<file path="src/include/rsc_pkg.sv">
// Shared constants and types for the remote status and control block
`default_nettype none
package rsc_pkg;

  // ------------------------------------------------------------
  // Clock and debounce timing
  // ------------------------------------------------------------
  localparam int unsigned CLK_PERIOD_NS = 4;
  localparam int unsigned DEB_TIME_NS   = 10000;
  localparam int unsigned DEB_CYCLES    =
    (DEB_TIME_NS + CLK_PERIOD_NS - 1) / CLK_PERIOD_NS;
  localparam int unsigned DEB_CNT_W     = 12;
  localparam logic [DEB_CNT_W-1:0] DEB_LAST =
    DEB_CNT_W'(DEB_CYCLES - 1);

  // ------------------------------------------------------------
  // Contact inputs and reset levels
  // ------------------------------------------------------------
  localparam int unsigned NUM_IN      = 4;
  localparam int unsigned IN_MODE     = 0;
  localparam int unsigned IN_POINT    = 1;
  localparam int unsigned IN_RANGE    = 2;
  localparam int unsigned IN_SENSOR   = 3;
  localparam logic        CONTACT_RST = 1'b1;

  // ------------------------------------------------------------
  // Register map (byte addresses)
  // ------------------------------------------------------------
  localparam logic [4:0] OFF_CTRL     = 5'h00;
  localparam logic [4:0] OFF_STATUS   = 5'h04;
  localparam logic [4:0] OFF_IRQ_STAT = 5'h08;
  localparam logic [4:0] OFF_IRQ_MASK = 5'h0c;

  // Control register fields
  localparam int unsigned CTRL_REMOTE = 0;
  localparam int unsigned CTRL_CAL    = 1;
  localparam int unsigned CTRL_SPAN   = 2;
  localparam int unsigned CTRL_RANGE2 = 3;
  localparam int unsigned CTRL_CO2    = 4;
  localparam int unsigned CTRL_RMODE  = 5;
  localparam logic [7:0]  CTRL_RST    = 8'h21;

  // Status register field positions
  localparam int unsigned STAT_BITS  = 0;
  localparam int unsigned STAT_CONT  = 6;
  localparam int unsigned STAT_LABEL = 10;

  // Interrupt layout
  localparam int unsigned IRQ_W       = 6;
  localparam int unsigned IRQ_HEALTH  = 4;
  localparam int unsigned IRQ_INVALID = 5;
  localparam logic [IRQ_W-1:0] IRQ_MASK_RST = 6'h00;

  // ------------------------------------------------------------
  // Types
  // ------------------------------------------------------------
  typedef enum logic [2:0] {
    RSC_RANGE_SINGLE = 3'b001,
    RSC_RANGE_DUAL   = 3'b010,
    RSC_RANGE_AUTO   = 3'b100
  } rsc_range_e;

  // Six status pins, bit 5 first
  typedef struct packed {
    logic co2_cal;
    logic high_range_status_bit;
    logic span_point;
    logic cal_mode;
    logic conc_valid;
    logic system_ok;
  } rsc_status_s;

  typedef struct packed {
    logic zero_mode;
    logic co2;
    logic cal;
    logic span;
    logic high_range;
  } rsc_label_s;

  typedef struct packed {
    logic co2;
    logic range2;
    logic span;
    logic cal;
  } rsc_select_s;

endpackage
`default_nettype wire

</file>
<file path="src/core/rsc_debounce.sv">
// Three-stage synchroniser and stability filter for one contact input
`default_nettype none
module rsc_debounce (
  // Clock and reset
  input  wire logic ref_clk_in,
  input  wire logic rst_b_in,
  // Raw contact level, asynchronous
  input  wire logic pin_in,
  // Filtered level
  output logic      level_out
);

  logic                          s1_r;
  logic                          s2_r;
  logic                          s3_r;
  logic [rsc_pkg::DEB_CNT_W-1:0] cnt_r;
  logic                          agree;
  logic                          differs;

  // Only the second and third stages are compared
  assign agree   = (s2_r == s3_r);
  assign differs = agree && (s3_r != level_out);

  // Synchroniser chain
  always_ff @(posedge ref_clk_in) begin
    if (!rst_b_in) begin
      s1_r <= rsc_pkg::CONTACT_RST;
      s2_r <= rsc_pkg::CONTACT_RST;
      s3_r <= rsc_pkg::CONTACT_RST;
    end else begin
      s1_r <= pin_in;
      s2_r <= s1_r;
      s3_r <= s2_r;
    end
  end

  // Any disagreement restarts the count, so bounce never gets through
  always_ff @(posedge ref_clk_in) begin
    if (!rst_b_in) begin
      cnt_r     <= '0;
      level_out <= rsc_pkg::CONTACT_RST;
    end else if (!differs) begin
      cnt_r     <= '0;
    end else if (cnt_r == rsc_pkg::DEB_LAST) begin
      cnt_r     <= '0;
      level_out <= s3_r;
    end else begin
      cnt_r     <= cnt_r + 1'b1;
    end
  end

endmodule
`default_nettype wire

</file>
<file path="src/core/rsc_io.sv">
// Status outputs and remote contact inputs with an Avalon-MM slave
//
// How it works
// - Health output on when no fault exists, off on any alarm.
// - Valid output on only for valid readings; off in hold-off or fault.
// - Calibration-mode output on in calibration, off in measure mode.
// - Point output on for upscale calibration, off for baseline.
// - Range output on in high range of dual or auto; off single.
// - Sensor output on while carbon dioxide calibrates, off for oxygen.
// - Mode contact open selects calibration, closed selects measure.
// - Point contact open selects upscale, closed selects baseline.
// - Range contact open selects range two, closed selects range one.
// - Sensor contact open selects oxygen, closed selects carbon dioxide.
// - Remote baseline shows zero-mode label; else gas, state and range.
//
// The register addresses and the Avalon-MM interface to the registers are this design's own decisions.
`default_nettype none
module rsc_io (
  // Clock and reset
  input  wire logic                  ref_clk_in,
  input  wire logic                  rst_b_in,
  // Avalon-MM slave
  input  wire logic [4:0]            avs_address_in,
  input  wire logic                  avs_read_in,
  input  wire logic                  avs_write_in,
  input  wire logic [31:0]           avs_writedata_in,
  input  wire logic [3:0]            avs_byteenable_in,
  output logic      [31:0]           avs_readdata_out,
  output logic                       avs_waitrequest_out,
  // Interrupt
  output logic                       irq_out,
  // Analyzer conditions, same clock
  input  wire logic                  fault_in,
  input  wire logic                  alarm_in,
  input  wire logic                  reading_ok_in,
  input  wire logic                  hold_off_in,
  input  wire logic                  auto_high_in,
  // Contact inputs, high means closed, asynchronous
  input  wire logic [3:0]            contact_closed_in,
  // Status pins, high means transistor on
  output rsc_pkg::rsc_status_s       status_out,
  // Front panel mode label
  output rsc_pkg::rsc_label_s        gas_cal_mode_label_out,
  // Selection handed to the measurement engine
  output rsc_pkg::rsc_select_s       select_out
);

  // ------------------------------------------------------------
  // Contact filtering
  // ------------------------------------------------------------
  logic [rsc_pkg::NUM_IN-1:0] closed;
  logic [rsc_pkg::NUM_IN-1:0] closed_prev_r;

  // One filter per contact
  genvar gi;
  generate
    for (gi = 0; gi < rsc_pkg::NUM_IN; gi++) begin : g_deb
      rsc_debounce u_deb (
        .ref_clk_in (ref_clk_in),
        .rst_b_in   (rst_b_in),
        .pin_in     (contact_closed_in[gi]),
        .level_out  (closed[gi])
      );
    end
  endgenerate

  // ------------------------------------------------------------
  // Bus slave
  // ------------------------------------------------------------
  logic                    ack_r;
  logic                    req;
  logic                    wr_fire;
  logic                    rd_take;
  logic                    sel_ctrl;
  logic                    sel_status;
  logic                    sel_istat;
  logic                    sel_imask;
  logic                    lane0;
  logic [7:0]              ctrl_r;
  logic [rsc_pkg::IRQ_W-1:0] irq_stat_r;
  logic [rsc_pkg::IRQ_W-1:0] irq_mask_r;
  logic [rsc_pkg::IRQ_W-1:0] irq_set;
  logic [rsc_pkg::IRQ_W-1:0] irq_clr;
  logic [31:0]             rd_mux;
  logic [31:0]             status_word;

  // Every access waits exactly one cycle, the answer is then registered
  assign req        = avs_read_in || avs_write_in;
  assign avs_waitrequest_out = req && !ack_r;
  assign wr_fire    = avs_write_in && ack_r;
  assign rd_take    = avs_read_in && !ack_r;
  assign lane0      = avs_byteenable_in[0];

  // Address decode
  assign sel_ctrl   = (avs_address_in == rsc_pkg::OFF_CTRL);
  assign sel_status = (avs_address_in == rsc_pkg::OFF_STATUS);
  assign sel_istat  = (avs_address_in == rsc_pkg::OFF_IRQ_STAT);
  assign sel_imask  = (avs_address_in == rsc_pkg::OFF_IRQ_MASK);

  // Handshake sequencing
  always_ff @(posedge ref_clk_in) begin
    if (!rst_b_in) begin
      ack_r <= 1'b0;
    end else begin
      ack_r <= req && !ack_r;
    end
  end

  // Control register; all fields live in byte lane 0
  always_ff @(posedge ref_clk_in) begin
    if (!rst_b_in) begin
      ctrl_r <= rsc_pkg::CTRL_RST;
    end else if (wr_fire && sel_ctrl && lane0) begin
      ctrl_r <= avs_writedata_in[7:0];
    end
  end

  // Interrupt mask
  always_ff @(posedge ref_clk_in) begin
    if (!rst_b_in) begin
      irq_mask_r <= rsc_pkg::IRQ_MASK_RST;
    end else if (wr_fire && sel_imask && lane0) begin
      irq_mask_r <= avs_writedata_in[rsc_pkg::IRQ_W-1:0];
    end
  end

  // Write-one-to-clear, a new event in the same cycle wins
  assign irq_clr = (wr_fire && sel_istat && lane0) ?
                   avs_writedata_in[rsc_pkg::IRQ_W-1:0] : '0;

  always_ff @(posedge ref_clk_in) begin
    if (!rst_b_in) begin
      irq_stat_r <= '0;
    end else begin
      irq_stat_r <= (irq_stat_r & ~irq_clr) | irq_set;
    end
  end

  // Level interrupt while any unmasked event is pending
  assign irq_out = |(irq_stat_r & irq_mask_r);

  // ------------------------------------------------------------
  // Selection of the calibration state
  // ------------------------------------------------------------
  logic                remote;
  logic                sel_cal;
  logic                sel_span;
  logic                sel_range2;
  logic                sel_co2;
  rsc_pkg::rsc_range_e range_mode;
  logic                high_range;

  // Remote contacts govern unless software takes local control
  assign remote     = ctrl_r[rsc_pkg::CTRL_REMOTE];
  assign sel_cal    = remote ? !closed[rsc_pkg::IN_MODE] :
                      ctrl_r[rsc_pkg::CTRL_CAL];
  assign sel_span   = remote ? !closed[rsc_pkg::IN_POINT] :
                      ctrl_r[rsc_pkg::CTRL_SPAN];
  assign sel_range2 = remote ? !closed[rsc_pkg::IN_RANGE] :
                      ctrl_r[rsc_pkg::CTRL_RANGE2];
  assign sel_co2    = remote ? closed[rsc_pkg::IN_SENSOR] :
                      ctrl_r[rsc_pkg::CTRL_CO2];

  // Range configuration; an illegal code falls back to single range
  always_comb begin
    case (ctrl_r[rsc_pkg::CTRL_RMODE +: 3])
      3'h2:    range_mode = rsc_pkg::RSC_RANGE_DUAL;
      3'h4:    range_mode = rsc_pkg::RSC_RANGE_AUTO;
      default: range_mode = rsc_pkg::RSC_RANGE_SINGLE;
    endcase
  end

  // Dual range follows the range selection, auto range the analyzer
  always_comb begin
    case (range_mode)
      rsc_pkg::RSC_RANGE_DUAL: high_range = sel_range2;
      rsc_pkg::RSC_RANGE_AUTO: high_range = auto_high_in;
      default:                 high_range = 1'b0;
    endcase
  end

  // ------------------------------------------------------------
  // Status pins and mode label
  // ------------------------------------------------------------
  rsc_pkg::rsc_status_s status_nxt;
  rsc_pkg::rsc_label_s  label_nxt;
  rsc_pkg::rsc_select_s select_nxt;
  logic                 baseline_remote;

  // Calibration masks the valid output directly, so the reading is never valid then
  assign status_nxt.system_ok  = !fault_in && !alarm_in;
  assign status_nxt.conc_valid = reading_ok_in && !hold_off_in
                                 && !sel_cal && !fault_in;
  assign status_nxt.cal_mode   = sel_cal;
  assign status_nxt.span_point = sel_cal && sel_span;
  assign status_nxt.high_range_status_bit = high_range;
  assign status_nxt.co2_cal    = sel_cal && sel_co2;

  // Baseline calibration under remote control shows only zero mode
  assign baseline_remote     = remote && sel_cal && !sel_span;
  assign label_nxt.zero_mode  = baseline_remote;
  assign label_nxt.co2        = !baseline_remote && sel_co2;
  assign label_nxt.cal        = !baseline_remote && sel_cal;
  assign label_nxt.span       = !baseline_remote && sel_cal
                                && sel_span;
  assign label_nxt.high_range = !baseline_remote && high_range;

  // Selection for the measurement engine
  assign select_nxt.cal    = sel_cal;
  assign select_nxt.span   = sel_span;
  assign select_nxt.range2 = sel_range2;
  assign select_nxt.co2    = sel_co2;

  // Outputs are registered so the isolators never see decode glitches
  always_ff @(posedge ref_clk_in) begin
    if (!rst_b_in) begin
      status_out             <= '0;
      gas_cal_mode_label_out <= '0;
      select_out             <= '0;
    end else begin
      status_out             <= status_nxt;
      gas_cal_mode_label_out <= label_nxt;
      select_out             <= select_nxt;
    end
  end

  // ------------------------------------------------------------
  // Events
  // ------------------------------------------------------------
  // Previous filtered contact levels for change detection
  always_ff @(posedge ref_clk_in) begin
    if (!rst_b_in) begin
      closed_prev_r <= {rsc_pkg::NUM_IN{rsc_pkg::CONTACT_RST}};
    end else begin
      closed_prev_r <= closed;
    end
  end

  // A contact change, loss of health or loss of validity raises a flag
  assign irq_set[rsc_pkg::NUM_IN-1:0] = closed ^ closed_prev_r;
  assign irq_set[rsc_pkg::IRQ_HEALTH]  =
    status_out.system_ok && !status_nxt.system_ok;
  assign irq_set[rsc_pkg::IRQ_INVALID] =
    status_out.conc_valid && !status_nxt.conc_valid;

  // ------------------------------------------------------------
  // Read data
  // ------------------------------------------------------------
  // Status word packs pins, filtered contacts and label
  assign status_word = {17'h00000,
                        gas_cal_mode_label_out,
                        closed,
                        status_out};

  // Unmapped addresses read as zero
  assign rd_mux = sel_ctrl   ? {24'h000000, ctrl_r} :
                  sel_status ? status_word :
                  sel_istat  ? {26'h0000000, irq_stat_r} :
                  sel_imask  ? {26'h0000000, irq_mask_r} :
                  32'h00000000;

  // Captured in the wait cycle, stands when waitrequest drops
  always_ff @(posedge ref_clk_in) begin
    if (!rst_b_in) begin
      avs_readdata_out <= 32'h00000000;
    end else if (rd_take) begin
      avs_readdata_out <= rd_mux;
    end
  end

endmodule
`default_nettype wire

</file>
<file path="config.mk">
export PLATFORM = sky130hd
export DESIGN_NAME = rsc_io
export DESIGN_NICKNAME = d
export VERILOG_FILES = /design/src/include/rsc_pkg.sv /design/src/core/rsc_debounce.sv /design/src/core/rsc_io.sv
export SDC_FILE = /design/constraint.sdc
export NUM_CORES = 1
export LEC_CHECK = 0
export BUFFER_PORTS_ARGS = -buffer_cell sky130_fd_sc_hd__buf_2
export CAP_MARGIN = 25
export CORE_MARGIN = 3
export CORE_UTILIZATION = 50
export DETAILED_ROUTE_END_ITERATION = 10
export GPL_ROUTABILITY_DRIVEN = 0
export HOLD_SLACK_MARGIN = 0.05
export PLACE_DENSITY = 0.72
export SLEW_MARGIN = 10
export SYNTH_ARGS = -nofsm -noshare
export SYNTH_HDL_FRONTEND = slang
export SYNTH_SLANG_ARGS = --single-unit
</file>
<file path="constraint.sdc">
create_clock -name ref_clk_in -period 2 [get_ports ref_clk_in]
set_input_delay 0.4 -clock ref_clk_in [delete_from_list [all_inputs] [get_ports ref_clk_in]]
set_output_delay 0.4 -clock ref_clk_in [all_outputs]
set_load 0.05 [all_outputs]
</file>
* After elaboration in Yosys (flattened, before gate mapping)
Cells that the tools add are included.
W data, S select, Z words.
** Cells by class
- Add/subtract/negate cells :: 4
- Eq/ne operators :: 19
- Multiplexer cells :: 11
- Reduce and logical (&&, ||, !) cells :: 50
- Bitwise operators :: 10
** Operators with widths (number)
- $add A12 B1 Y12 const B :: 4
- $eq A12 B12 Y1 const B :: 4
- $mux W15 :: 2
- $logic_and A1 B1 Y1 :: 27
- $mux W6 :: 3
- $and A6 B6 Y6 :: 2
- $logic_not A1 Y1 :: 12
- $reduce_or A3 Y1 :: 4
- $eq A5 B4 Y1 const B :: 2
- $reduce_and A2 Y1 :: 4
- $eq A3 B2 Y1 const B :: 2
- $eq A3 B3 Y1 const B :: 2
- $not A6 Y6 :: 1
- $or A6 B6 Y6 :: 1
- $pmux W3 S2 :: 1
- $reduce_or A6 Y1 :: 1
- $eq A5 B3 Y1 const B :: 1
- $logic_not A5 Y1 :: 1
- $not A1 Y1 :: 5
- $eq A1 B1 Y1 :: 4
- $mux W1 :: 4
- $ne A1 B1 Y1 :: 4
- $xor A4 B4 Y4 :: 1
- $pmux W1 S2 :: 1
- $logic_or A1 B1 Y1 :: 1
** Storage, ports and cells
- Logic and storage cells :: 134
- Flip-flop bits (word level) :: 135
- Input bits :: 54
- Output and inout bits :: 49

* Logic depth before layout (Yosys ltp)
Gate-level depths: netlist of the first run.
- Depth in word-level cells :: 8
- Mapped depth :: 6
- Gate-level depth less buffers :: 5

* By module
Synthesis of the first run repeated with hierarchy kept, for this count alone.
** Unflattened totals
- Cell total of the unflattened synthesis :: 546
- Area total of the unflattened synthesis :: 5079.9 um^2
** By module, submodules not included
- rsc_debounce :: area each 661.9 um^2, sequential area each 320.3 um^2, times used 4, cells each 70
- rsc_io :: area each 2432.3 um^2, sequential area each 1081.0 um^2, times used 1, cells each 266

* Worst setup path after synthesis of the first run
No wires, ideal clock.
- Kind :: input to register
- Start point :: input port avs_address_in[1]
- End point :: register ctrl_r[0]
- Cell stages on the path :: 5
- Slack :: 0.155 ns
- Buffers on the path :: 1
- Required time :: 1.872 ns
- Library setup time :: 0.128 ns
- Arrival :: 1.718 ns
- Cell sequence :: or4_4 buf_6 nor3_4 mux2i_1 nand2_1
** On the way
- Word-level cells in the longest chain between the ends :: 3
** Ends and longest elaborated chain
- start, declared :: line rsc_io.sv:23 : input wire logic [4:0] avs_address_in,
- $logic_not A5 Y1 :: line rsc_io.sv:95 : assign sel_ctrl = (avs_address_in == rsc_pkg::OFF_CTRL);
- $logic_and A1 B1 Y1 (2 in series) :: line rsc_io.sv:113 : end else if (wr_fire && sel_ctrl && lane0) begin
- end signal, assigned :: line rsc_io.sv:112 : ctrl_r <= rsc_pkg::CTRL_RST;
- end signal, assigned :: line rsc_io.sv:114 : ctrl_r <= avs_writedata_in[7:0];
- end, declared :: line rsc_io.sv:79 : logic [7:0] ctrl_r;
Every way passes these cells.
A chain may end at the register's enable or synchronous reset.

* Final worst setup path of the first run
- Start point :: register g_deb[3].u_deb.cnt_r[0] (netlist name)
- End point :: register g_deb[3].u_deb.cnt_r[2] (netlist name)
** On the way
- Word-level cells in the longest chain between the ends :: 2
- Elaborated cells between the ends (all ways) :: 3
- Those cells by class :: 1 x add/sub; 1 x eq/ne; 1 x reduce/logical
** Ends and longest elaborated chain
- start, declared :: line rsc_debounce.sv:16 : logic [rsc_pkg::DEB_CNT_W-1:0] cnt_r;
- start signal, assigned :: line rsc_debounce.sv:48 : cnt_r <= cnt_r + 1'b1;
- parallel branches: the longest is 2 deep, another holds $add A12 B1 Y12
Parallel ways; which one is timed is not known.

==> results by group, run 1 <==
Run status
  • Result of the run: finished clean

Route
  • Final wirelength: between 10000 and 15000 um
  • Total iterations of the first detailed-routing run: 4
  • Routed len/inst: 13.6 um
  • Antenna Nets Post-Route: 0
  • Vias per std cell: about 5.2
  • Total DRC errors in the routed layout: 0
  • Number of DRC violations after detailed-routing iteration 0: between 150 and 200
  • Total via count in the routed design: slightly below 4000

Power and ir drop
  • Net Sw Frac: 0.220
  • PD cells: 928 nW/um^2
  • Part of the total power dissipated in combinational logic: 0.050
  • Internal power component: between 4 and 5 mW
  • Share of power burned in the clock network: 0.515
  • Pwr Total: ~5.5 mW
  • Static power due to leakage: ~2.3 nW
  • Maximum VDD drop: about 690 uV
  • Power share of the sequential group: 0.435
  • Switching power of the nets: 1.21 mW

Final layout
  • Antenna diodes: 0
  • Number of filler cells placed in the layout: between 700 and 800
  • # nets final: between 600 and 700
  • Post-route insts no fill: approximately 740
  • Final cell utilization of the core: 0.630
  • Cell area after layout: between 5000 and 6000 sq um
  • Area overhead of the layout relative to synthesis: 19.6%
  • Fraction of layout cells with a size suffix above 1: 0.178

Placement
  • Instance area at placement: 5360 sq um
  • Place WS: ~0.053 ns
  • Number of I/O port buffers: between 50 and 60
  • DP Cell Count: 710
  • Half-perimeter wire length of the detailed placement result: between 6000 and 7000 um

Synthesis
  • Count of different cell masters after synthesis: 43
  • Count of yosys warnings during synthesis: 0
  • Netlist Area Pre-Place: 4960 sq um
  • Number of standard cells after synthesis: between 500 and 600
  • Number of flip-flops and latches in the synthesized netlist: about 120
  • FFs w/ async S/R, synth: 0
  • Sequential-to-total area share from yosys stat: 0.477
  • Synth Area per Inst: between 9 and 10 sq um
  • Number of flops mapped to enable cells by yosys: 0
  • Leading register cell type out of synthesis: sky130_fd_sc_hd__dfxtp_1

CTS
  • Latest clock arrival within the worst-skew pair: approximately 0.51 ns
  • Clock root buffer: sky130_fd_sc_hd__clkbuf_8
  • CTS clk-pin slew, worst paths: 0.05 ns
  • Resized Gates After CTS: 0
  • H-tree Lvls: 4
  • Num CTS Buffers: 17
  • Maximum clock path buffer count: 2
  • CTS tree: built
  • Clock Sink Count: about 120

STA
  • Least setup slack across all paths after layout: ~0.24 ns
  • Ratio of final minimum period to clock period: 0.881
  • Minimum clock period: 1.76 ns
  • Clk_skew: slightly below 0.01 ns
  • Unrepaired setup endpoints after global routing: false
  • Max Clock Freq: approximately 570 MHz
  • Pins Over Slew Limit: 0
  • Rel. slew slack: 0.408
  • Setup-violating endpoint count in the final report: 0
  • Hold Violations, Final: 0
  • Smallest hold slack: just under 0.08 ns
  • Total negative slack for setup checks: 0 ns
  • Slew of the pin with the lowest slew margin: around 0.88 ns

Setup path
  • Largest fanout of any net on the critical path: 12
  • Worst path slowest cell: sky130_fd_sc_hd__o211ai_1
  • Critical Path RT: between 2 and 2.5 ns
  • Number of buffer and inverter stages on the critical path: 0
  • Worst setup path class: reg -> reg
  • Delay of the slowest cell on the worst path: 0.44 ns
  • Category of cells accounting for the largest share of critical-path delay: simple AND/OR/NAND/NOR gates
  • Data arrival time of the critical path: between 2 and 2.5 ns
  • Type of destination of the critical path: flop
  • Crit-path cells: ha_1 -> nor4bb_1 -> nand3_1 -> o211ai_1 -> nor2_1
  • Worst Setup Start Kind: flop

Global route
  • Largest net degree at the start of global routing: 31
  • Global-route wire length before repair: around 17000 um
  • Gr usage total: 0.188
  • Initial antenna violation count: 0
  • Remaining global-route overflow: 0
  • Via count of the first global-routing pass: 3618

Floorplanning
  • Floorplan row count: 35
  • Y dimension of the die: around 110 um
  • Total core area: about 9400 sq um
  • Die extent in x: 106 um
  • Initial core utilization: 0.527
  • Floorplan die area: between 10000 and 15000 sq um
  • I/O pins: 103

Job
  • MaxCap Viol Count: 0

Hold path
  • Tightest Hold Check Type: in -> reg
## area by class of cell
type / count / area [sq um] / area share
sequential: 118 / 2360 / 0.399
clock inverter: 9 / 103 / 0.0173
clock buffer: 21 / 459 / 0.0775
multi-input combinational: 376 / 2360 / 0.399
inverter: 14 / 52.6 / 0.00887
tap: 129 / 161 / 0.0272
timing repair buffer: 74 / 425 / 0.0718
## placed cells by master (no fill, tap or decap), types with 6 or more instances in the layout
| cell | instances |
|---|---|
| sky130_fd_sc_hd__nand4_1 | 11 |
| sky130_fd_sc_hd__dfxtp_1 | 118 |
| sky130_fd_sc_hd__nor2_1 | 65 |
| sky130_fd_sc_hd__and3_1 | 8 |
| sky130_fd_sc_hd__inv_1 | 14 |
| sky130_fd_sc_hd__a22oi_1 | 12 |
| sky130_fd_sc_hd__nand2b_1 | 18 |
| sky130_fd_sc_hd__o21ai_0 | 20 |
| sky130_fd_sc_hd__a21boi_0 | 10 |
| sky130_fd_sc_hd__o22a_1 | 6 |
| sky130_fd_sc_hd__clkbuf_16 | 16 |
| sky130_fd_sc_hd__buf_2 | 58 |
| sky130_fd_sc_hd__buf_4 | 14 |
| sky130_fd_sc_hd__xor2_1 | 27 |
| sky130_fd_sc_hd__nand3_1 | 27 |
| sky130_fd_sc_hd__nand2_1 | 26 |
| sky130_fd_sc_hd__and2_1 | 9 |
| sky130_fd_sc_hd__nor2b_1 | 16 |
| sky130_fd_sc_hd__a21oi_1 | 10 |
| sky130_fd_sc_hd__xnor2_1 | 17 |
| sky130_fd_sc_hd__mux2i_1 | 27 |
| sky130_fd_sc_hd__nor4b_1 | 6 |
| sky130_fd_sc_hd__nor3_1 | 7 |
| sky130_fd_sc_hd__conb_1 | 17 |
## synth_stat cells, types with 2 or more instances
cell / instances / area share
sky130_fd_sc_hd__and4_1: 4 / 0.0071
sky130_fd_sc_hd__nand4_1: 11 / 0.014
sky130_fd_sc_hd__nand2b_1: 18 / 0.023
sky130_fd_sc_hd__o21a_1: 4 / 0.0061
sky130_fd_sc_hd__nor4bb_1: 2 / 0.0040
sky130_fd_sc_hd__nor3b_1: 2 / 0.0030
sky130_fd_sc_hd__ha_1: 4 / 0.010
sky130_fd_sc_hd__o211ai_1: 2 / 0.0030
sky130_fd_sc_hd__and3_1: 8 / 0.010
sky130_fd_sc_hd__nand2_1: 26 / 0.020
sky130_fd_sc_hd__nor2_1: 65 / 0.049
sky130_fd_sc_hd__o22a_1: 6 / 0.011
sky130_fd_sc_hd__nor4b_1: 6 / 0.011
sky130_fd_sc_hd__buf_2: 2 / 0.0020
sky130_fd_sc_hd__mux2i_1: 27 / 0.055
sky130_fd_sc_hd__o21ai_0: 20 / 0.020
sky130_fd_sc_hd__a21boi_0: 10 / 0.015
sky130_fd_sc_hd__a22oi_1: 12 / 0.018
sky130_fd_sc_hd__nand3_1: 27 / 0.027
sky130_fd_sc_hd__buf_4: 18 / 0.027
sky130_fd_sc_hd__xor2_1: 27 / 0.048
sky130_fd_sc_hd__a21oi_1: 10 / 0.010
sky130_fd_sc_hd__a41o_1: 2 / 0.0040
sky130_fd_sc_hd__or2_2: 2 / 0.0025
sky130_fd_sc_hd__nor3_1: 7 / 0.0071
sky130_fd_sc_hd__nor2b_1: 16 / 0.020
sky130_fd_sc_hd__dfxtp_1: 118 / 0.48
sky130_fd_sc_hd__inv_1: 14 / 0.011
sky130_fd_sc_hd__xnor2_1: 17 / 0.030
sky130_fd_sc_hd__a31oi_1: 3 / 0.0038
sky130_fd_sc_hd__and2_1: 9 / 0.011
sky130_fd_sc_hd__nor4_1: 5 / 0.0063
sky130_fd_sc_hd__clkbuf_1: 21 / 0.016
## flip-flops by register name, summed over array words and instances, names as in the netlist
register	flops
g_deb.u_deb.cnt_r	48
avs_readdata_out	15
ctrl_r	8
irq_mask_r	6
irq_stat_r	6
gas_cal_mode_label_out	5
status_out	5
closed_prev_r	4
g_deb.u_deb.level_out	4
g_deb.u_deb.s1_r	4
g_deb.u_deb.s2_r	4
g_deb.u_deb.s3_r	4
select_out	4
ack_r	1
## path summary, 6_finish.rpt
check                     startpoint                      end  slack, ns  cells past startpoint
max          g_deb[3].u_deb.cnt_r[0]  g_deb[3].u_deb.cnt_r[2]       0.24                      5
min             contact_closed_in[3]      g_deb[3].u_deb.s1_r       0.08                      2
max reg2reg  g_deb[3].u_deb.cnt_r[0]  g_deb[3].u_deb.cnt_r[2]       0.24                      5
min reg2reg      g_deb[2].u_deb.s1_r      g_deb[2].u_deb.s2_r       0.40                      1
## layer usage
layer | part of all wire | up-vias | track usage
met5 | 0 | - | 0
met4 | 0.012 | 0 | 0.0675
met3 | 0.054 | 16 | 0.0631
met2 | 0.47 | 102 | 0.292
met1 | 0.47 | 1801 | 0.245
li1 | - | 1930 | -
## power by group through the flow
stage	Clock, mW	Combinational [mW]	Sequential (mW)
after detailed placement	0	0.269	2.44
after floorplan	0	0.185	2.48
final	2.83	0.273	2.39
after global placement	0	0.266	2.44
after CTS	2.89	0.273	2.39
after global routing	3.00	0.291	2.40
## kinds of logic after synthesis
kind of cell | Yosys count | synth area share
other | 1 | 0.000756
XOR/XNOR | 44 | 0.0777
AO/OA/AOI/OAI | 70 | 0.0926
flip-flops | 118 | 0.477
AND/OR/NAND/NOR | 213 | 0.227
multiplexers | 28 | 0.0568
adder cells (fa/ha/maj) | 4 | 0.0101
buffers and inverters | 57 | 0.0588
## worst register-to-register path: cells and delay by family (launching register included)
family | cells | cell delay, ns
AOI/OAI and AO/OA | 1 | 0.44
DFF | 1 | 0.34
adders and majority gates | 1 | 0.16
and+or+nand+nor | 3 | 0.67
## timing repair
action | 4_1_cts | 5_1_grt
endpoints found under the setup margin | 0 | 0
hold buffers | 1 | 0
buffers inserted | 0 | 0
endpoints found under the hold margin | 1 | 0
Note: power is estimated with default switching activity, not from simulation.
==> inputs of run 2 (changes only) <==
RECOVER_POWER = 50   (was not set)
==> run 2 against run 1 <==
  * Routed wire length up 0.71%
  * Total power up 0.19%
  * Cell count did not move
  * Flip-flop and latch count unchanged
  * Combinational power shrank 2%
  * Final area down 0.91%
  * Sequential power is essentially flat
  * Worst setup slack lost 0.011 ns
  * First-iteration DRC count increased by 25%
==> results by group, run 2 (same netlist as run 1, synthesis figures left out) <==
Run status
  • Result of the run: finished clean

STA
  • Hold Violations, Final: 0
  • Minimum clock period: between 1.5 and 2 ns
  • Ratio of final minimum period to clock period: 0.886
  • Rel. slew slack: 0.245
  • Clk_skew: ~0.007 ns
  • Setup-violating endpoint count in the final report: 0
  • Unrepaired setup endpoints after global routing: false
  • Total negative slack for setup checks: 0 ns
  • Least setup slack across all paths after layout: ~0.23 ns
  • Pins Over Slew Limit: 0
  • Smallest hold slack: approximately 0.07 ns
  • Slew of the pin with the lowest slew margin: 1.13 ns
  • Max Clock Freq: 564 MHz

Setup path
  • Worst Setup Start Kind: flop
  • Crit-path cells: a22oi_1 -> nand3_1 -> buf_2
  • Data arrival time of the critical path: 1.37 ns
  • Largest fanout of any net on the critical path: 3
  • Type of destination of the critical path: output pin
  • Worst setup path class: reg -> out
  • Delay of the slowest cell on the worst path: roughly 0.33 ns
  • Critical Path RT: 1.60 ns
  • Worst path slowest cell: sky130_fd_sc_hd__dfxtp_1

Route
  • Total via count in the routed design: approximately 3800
  • Antenna Nets Post-Route: 0
  • Final wirelength: between 10000 and 15000 um
  • Total iterations of the first detailed-routing run: 4
  • Routed len/inst: ~14 um
  • Total DRC errors in the routed layout: 0
  • Vias per std cell: 5.19
  • Number of DRC violations after detailed-routing iteration 0: ~210

Placement
  • Half-perimeter wire length of the detailed placement result: 6980 um
  • Number of I/O port buffers: 58
  • Place WS: 0.0532 ns

Floorplanning
  • I/O pins: 103
  • Die extent in x: 106 um
  • Y dimension of the die: around 110 um
  • Initial core utilization: 0.527
  • Total core area: 9420 sq um
  • Floorplan die area: about 11000 sq um
  • Floorplan row count: 35

CTS
  • Maximum clock path buffer count: 2
  • Latest clock arrival within the worst-skew pair: 0.51 ns
  • Number of buffers inserted by hold repair at cts: 1
  • Clock Sink Count: 118
  • Num CTS Buffers: 17
  • H-tree Lvls: 4
  • CTS clk-pin slew, worst paths: about 0.050 ns
  • CTS tree: built
  • Post-CTS setup buffer count: 0
  • Clock root buffer: sky130_fd_sc_hd__clkbuf_8
  • Resized Gates After CTS: 0

Final layout
  • Max FFs per register: 48
  • Register ranked first by flip-flop count: g_deb.u_deb.cnt_r
  • # nets final: 659
  • Antenna diodes: 0
  • Area overhead of the layout relative to synthesis: 18.5%
  • Top Registers: g_deb.u_deb.cnt_r x48, avs_readdata_out x15, ctrl_r x8
  • Most common library cell in the layout ignoring fill and taps: sky130_fd_sc_hd__dfxtp_1
  • Fraction of layout cells with a size suffix above 1: 0.149
  • Final cell utilization of the core: 0.624
  • Commonest cells after routing, fill and taps aside: sky130_fd_sc_hd__dfxtp_1 (118), sky130_fd_sc_hd__nor2_1 (65), sky130_fd_sc_hd__buf_2 (49)

Power and ir drop
  • Pwr Total: approximately 5.5 mW
  • Static power due to leakage: around 2.3 nW
  • PD cells: between 900 and 1000 nW/um^2
  • Maximum VDD drop: roughly 700 uV

Global route
  • Via count of the first global-routing pass: 3618
  • Global-route wire length before repair: between 15000 and 20000 um
  • Initial antenna violation count: 0
  • Gr usage total: 0.188
  • Remaining global-route overflow: 0
  • Largest net degree at the start of global routing: 31

Job
  • MaxCap Viol Count: 0

Hold path
  • Tightest Hold Check Type: in -> reg
## run 2: cell count changes in the layout (fill, tap and decap cells not counted), sizes merged
cell and change:
buf -15, clkbuf +15
## run 2: layout make-up
class | instances | area [sq um]
clock buffer | 21 | 459
sequential | 118 | 2360
timing repair buffer | 74 | 392
fill | 775 | 3540
inverter | 14 | 52.6
clock inverter | 9 | 103
multi-input combinational | 376 | 2340
tap | 129 | 161
## run 2: stage by stage
stage | cells | instance area (sq um)
after floorplan | 551 | 5020
after global placement | 710 | 5360
after detailed placement | 710 | 5360
after CTS | 741 | 5930
after global routing | 741 | 5870
final | 741 | 5870
## run 2: path summary, 6_finish.rpt
| check | from | to | slack, ns | cells after the start |
|---|---|---|---|---|
| max | irq_stat_r[3] | irq_out | 0.23 | 3 |
| min | contact_closed_in[2] | g_deb[2].u_deb.s1_r | 0.07 | 2 |
| min reg2reg | g_deb[2].u_deb.s1_r | g_deb[2].u_deb.s2_r | 0.40 | 1 |
| max reg2reg | g_deb[3].u_deb.cnt_r[0] | g_deb[3].u_deb.cnt_r[2] | 0.24 | 5 |
## run 2: layer usage
| layer | track usage | up-vias | part of all wire |
|---|---|---|---|
| li1 | - | 1925 | - |
| met1 | 0.245 | 1781 | 0.46 |
| met2 | 0.292 | 115 | 0.46 |
| met3 | 0.0631 | 22 | 0.062 |
| met4 | 0.0675 | 0 | 0.018 |
| met5 | 0 | - | 0 |
## run 2: power breakdown
part	leakage, nW	total, mW	internal, mW	switching, mW
clock	0.271	2.85	1.84	1.01
combinational	1.03	0.267	0.0664	0.200
sequential	0.956	2.39	2.38	0.0152
## run 2: worst max-delay path: cells and delay by family, from the launching register on
kind                   cells  cell delay [ns]
and+or+nand+nor            1             0.10
AOI/OAI and AO/OA          1             0.21
buffers and inverters      1             0.22
DFF                        1             0.33
==> inputs of run 3 (changes only) <==
PLACE_DENSITY = 0.85   (was 0.72)
==> run 3 against run 2 <==
  * First-iteration DRC count down 9.3%
  * Routed wire length up 5.4%
  * Critical path depth up 2
  * Clock-buffer cell count up 1
  * Cell count unchanged
  * Clock power up 5%
  * Register-to-register slack worse by 0.10 ns
  * Flip-flop and latch count unchanged
  * Largest cell class is now multi-input combinational cells
  * Non-clock buffer count down 1
  * Die area unchanged
  * Maximum frequency down 4.9%
  * Critical endpoint is now g_deb[3].u_deb.level_out
  * Global-route usage up 1.2 points
==> results by group, run 3 (same netlist as run 1, synthesis figures left out) <==
Final layout
  • Top Registers: g_deb.u_deb.cnt_r x48, avs_readdata_out x15, ctrl_r x8
  • Cell area after layout: between 5000 and 6000 sq um
  • Fraction of layout cells with a size suffix above 1: 0.158
  • Commonest cells after routing, fill and taps aside: sky130_fd_sc_hd__dfxtp_1 (118), sky130_fd_sc_hd__nor2_1 (65), sky130_fd_sc_hd__buf_2 (49)
  • Antenna diodes: 0
  • Post-route insts no fill: approximately 740
  • Area overhead of the layout relative to synthesis: 19.9%
  • Register ranked first by flip-flop count: g_deb.u_deb.cnt_r
  • # nets final: approximately 660
  • Most common library cell in the layout ignoring fill and taps: sky130_fd_sc_hd__dfxtp_1
  • Max FFs per register: between 40 and 50

Setup path
  • Worst reg2reg endpoint: g_deb[3].u_deb.level_out
  • End point of the critical path: g_deb[3].u_deb.level_out
  • Worst setup path class: reg -> reg
  • Worst Setup Start Kind: flop
  • Delay of the slowest cell on the worst path: approximately 0.55 ns
  • Critical Path RT: 2.43 ns
  • Worst Reg2Reg Path Length in Cells: 5
  • Worst R2R Setup Slack: 0.14 ns
  • Type of destination of the critical path: flop
  • Largest fanout of any net on the critical path: 6
  • Source of the worst register-to-register timing path: g_deb[3].u_deb.cnt_r[0]
  • Crit-path cells: ha_1 -> nor4bb_1 -> a31oi_1 -> a41o_1 -> o21ai_0
  • Data arrival time of the critical path: about 2.3 ns
  • Critical path launch point: g_deb[3].u_deb.cnt_r[0]
  • Worst path slowest cell: sky130_fd_sc_hd__nor4bb_1

Route
  • Routed len/inst: between 10 and 15 um
  • Detailed-routed wire length on met2: between 5000 and 6000 um
  • Highest metal layer used by the detailed router: met4
  • Total via count in the routed design: roughly 4000
  • Vias per std cell: ~5.2
  • Number of DRC violations after detailed-routing iteration 0: between 150 and 200
  • Antenna Nets Post-Route: 0
  • Total DRC errors in the routed layout: 0
  • Final wirelength: between 10000 and 15000 um
  • Total iterations of the first detailed-routing run: 5
  • Routed wl met3: 639 um
  • Met1 layer wirelength in the final routing: ~4500 um

CTS
  • Clock Sink Count: 118
  • Num CTS Buffers: 17
  • Clock root buffer: sky130_fd_sc_hd__clkbuf_8
  • CTS clk-pin slew, worst paths: about 0.05 ns
  • CTS tree: built
  • Latest clock arrival within the worst-skew pair: roughly 0.50 ns
  • H-tree Lvls: 4
  • Maximum clock path buffer count: 2

Global route
  • Via count of the first global-routing pass: about 3900
  • Remaining global-route overflow: 0
  • Global-route wire length before repair: between 15000 and 20000 um
  • Largest net degree at the start of global routing: 52
  • Gr usage total: 0.200
  • Initial antenna violation count: 0

Placement
  • Half-perimeter wire length of the detailed placement result: approximately 7200 um
  • Instance area at placement: ~5300 sq um
  • Number of I/O port buffers: just under 60
  • DP Cell Count: slightly above 700

Floorplanning
  • Y dimension of the die: between 100 and 150 um
  • Die extent in x: between 100 and 150 um
  • Total core area: about 9400 sq um
  • I/O pins: about 100
  • Floorplan die area: around 11000 sq um
  • Floorplan row count: 35
  • Initial core utilization: 0.527

Power and ir drop
  • Pwr Total: roughly 5.6 mW
  • Static power due to leakage: 2.30 nW
  • Maximum VDD drop: roughly 480 uV
  • PD cells: between 900 and 1000 nW/um^2

STA
  • Smallest hold slack: 0.0733 ns
  • Rel. slew slack: 0.463
  • Clk_skew: 0.00620 ns
  • Total negative slack for setup checks: 0 ns
  • Minimum clock period: ~1.9 ns
  • Hold Violations, Final: 0
  • Setup-violating endpoint count in the final report: 0
  • Max Clock Freq: about 540 MHz
  • Unrepaired setup endpoints after global routing: false
  • Pins Over Slew Limit: 0
  • Slew of the pin with the lowest slew margin: 0.805 ns
  • Ratio of final minimum period to clock period: 0.932

Run status
  • Result of the run: finished clean

Hold path
  • Tightest Hold Check Type: in -> reg

Job
  • MaxCap Viol Count: 0
==> run 3: cell count changes in the layout (fill, tap and decap cells not counted), sizes merged <==
cell         before  now
bufinv            2    3
clkinvlp          3    2
dlygate4sd3       1    2
buf              58   60
clkbuf           36   33
==> run 3: critical path, delay by kind of cell, from the launching register on <==
| kind | cells | cell delay [ns] |
|---|---|---|
| flops | 1 | 0.35 |
| compound gates | 3 | 0.62 |
| fa+ha+maj | 1 | 0.28 |
| simple gates | 1 | 0.55 |
==> run 3: per-layer routing <==
layer | up-vias | GRT usage
li1 | 1927 | -
met1 | 1815 | 0.230
met2 | 117 | 0.343
met3 | 26 | 0.0649
met4 | 0 | 0.0823
met5 | - | 0
==> run 3: worst min-delay path by stage <==
stage                              start                   to  slack (ns)  cells past startpoint
global route        contact_closed_in[0]  g_deb[0].u_deb.s1_r        0.05                      2
floorplan            g_deb[0].u_deb.s1_r  g_deb[0].u_deb.s2_r        0.39                      1
detailed placement   g_deb[3].u_deb.s1_r  g_deb[3].u_deb.s2_r        0.40                      1
global placement     g_deb[2].u_deb.s1_r  g_deb[2].u_deb.s2_r        0.39                      1
CTS                 contact_closed_in[0]  g_deb[0].u_deb.s1_r        0.05                      2
finish              contact_closed_in[0]  g_deb[0].u_deb.s1_r        0.07                      2
==> run 3: final cells by class <==
cell class,instances,area (sq um)
Clock buffer,22,463
Sequential cell,118,2360
Clock inverter,9,125
Inverter,14,52.6
Fill cell,747,3470
Tap cell,129,161
Multi-Input combinational cell,376,2360
Timing Repair Buffer,73,415
==> run 3: repair_timing <==
action	in CTS	in global routing
hold buffers	2	0
endpoints found under the setup margin	11	0
endpoints found under the hold margin	2	0
resized for setup	0	0
setup buffers	1	0
==> run 3: stage by stage <==
stage	utilization	setup WS [ns]
6_report	0.631	0.135
4_1_cts	0.634	0.174
3_3_place_gp	0.568	0.117
2_1_floorplan	-	0.155
5_1_grt	0.631	0.0252
3_5_place_dp	0.568	-0.00596
==> run 3: power by group <==
| part | switching [mW] | total [mW] | internal [mW] |
|---|---|---|---|
| combinational | 0.203 | 0.272 | 0.0685 |
| clock | 1.00 | 2.98 | 1.98 |
| sequential | 0.0153 | 2.39 | 2.38 |
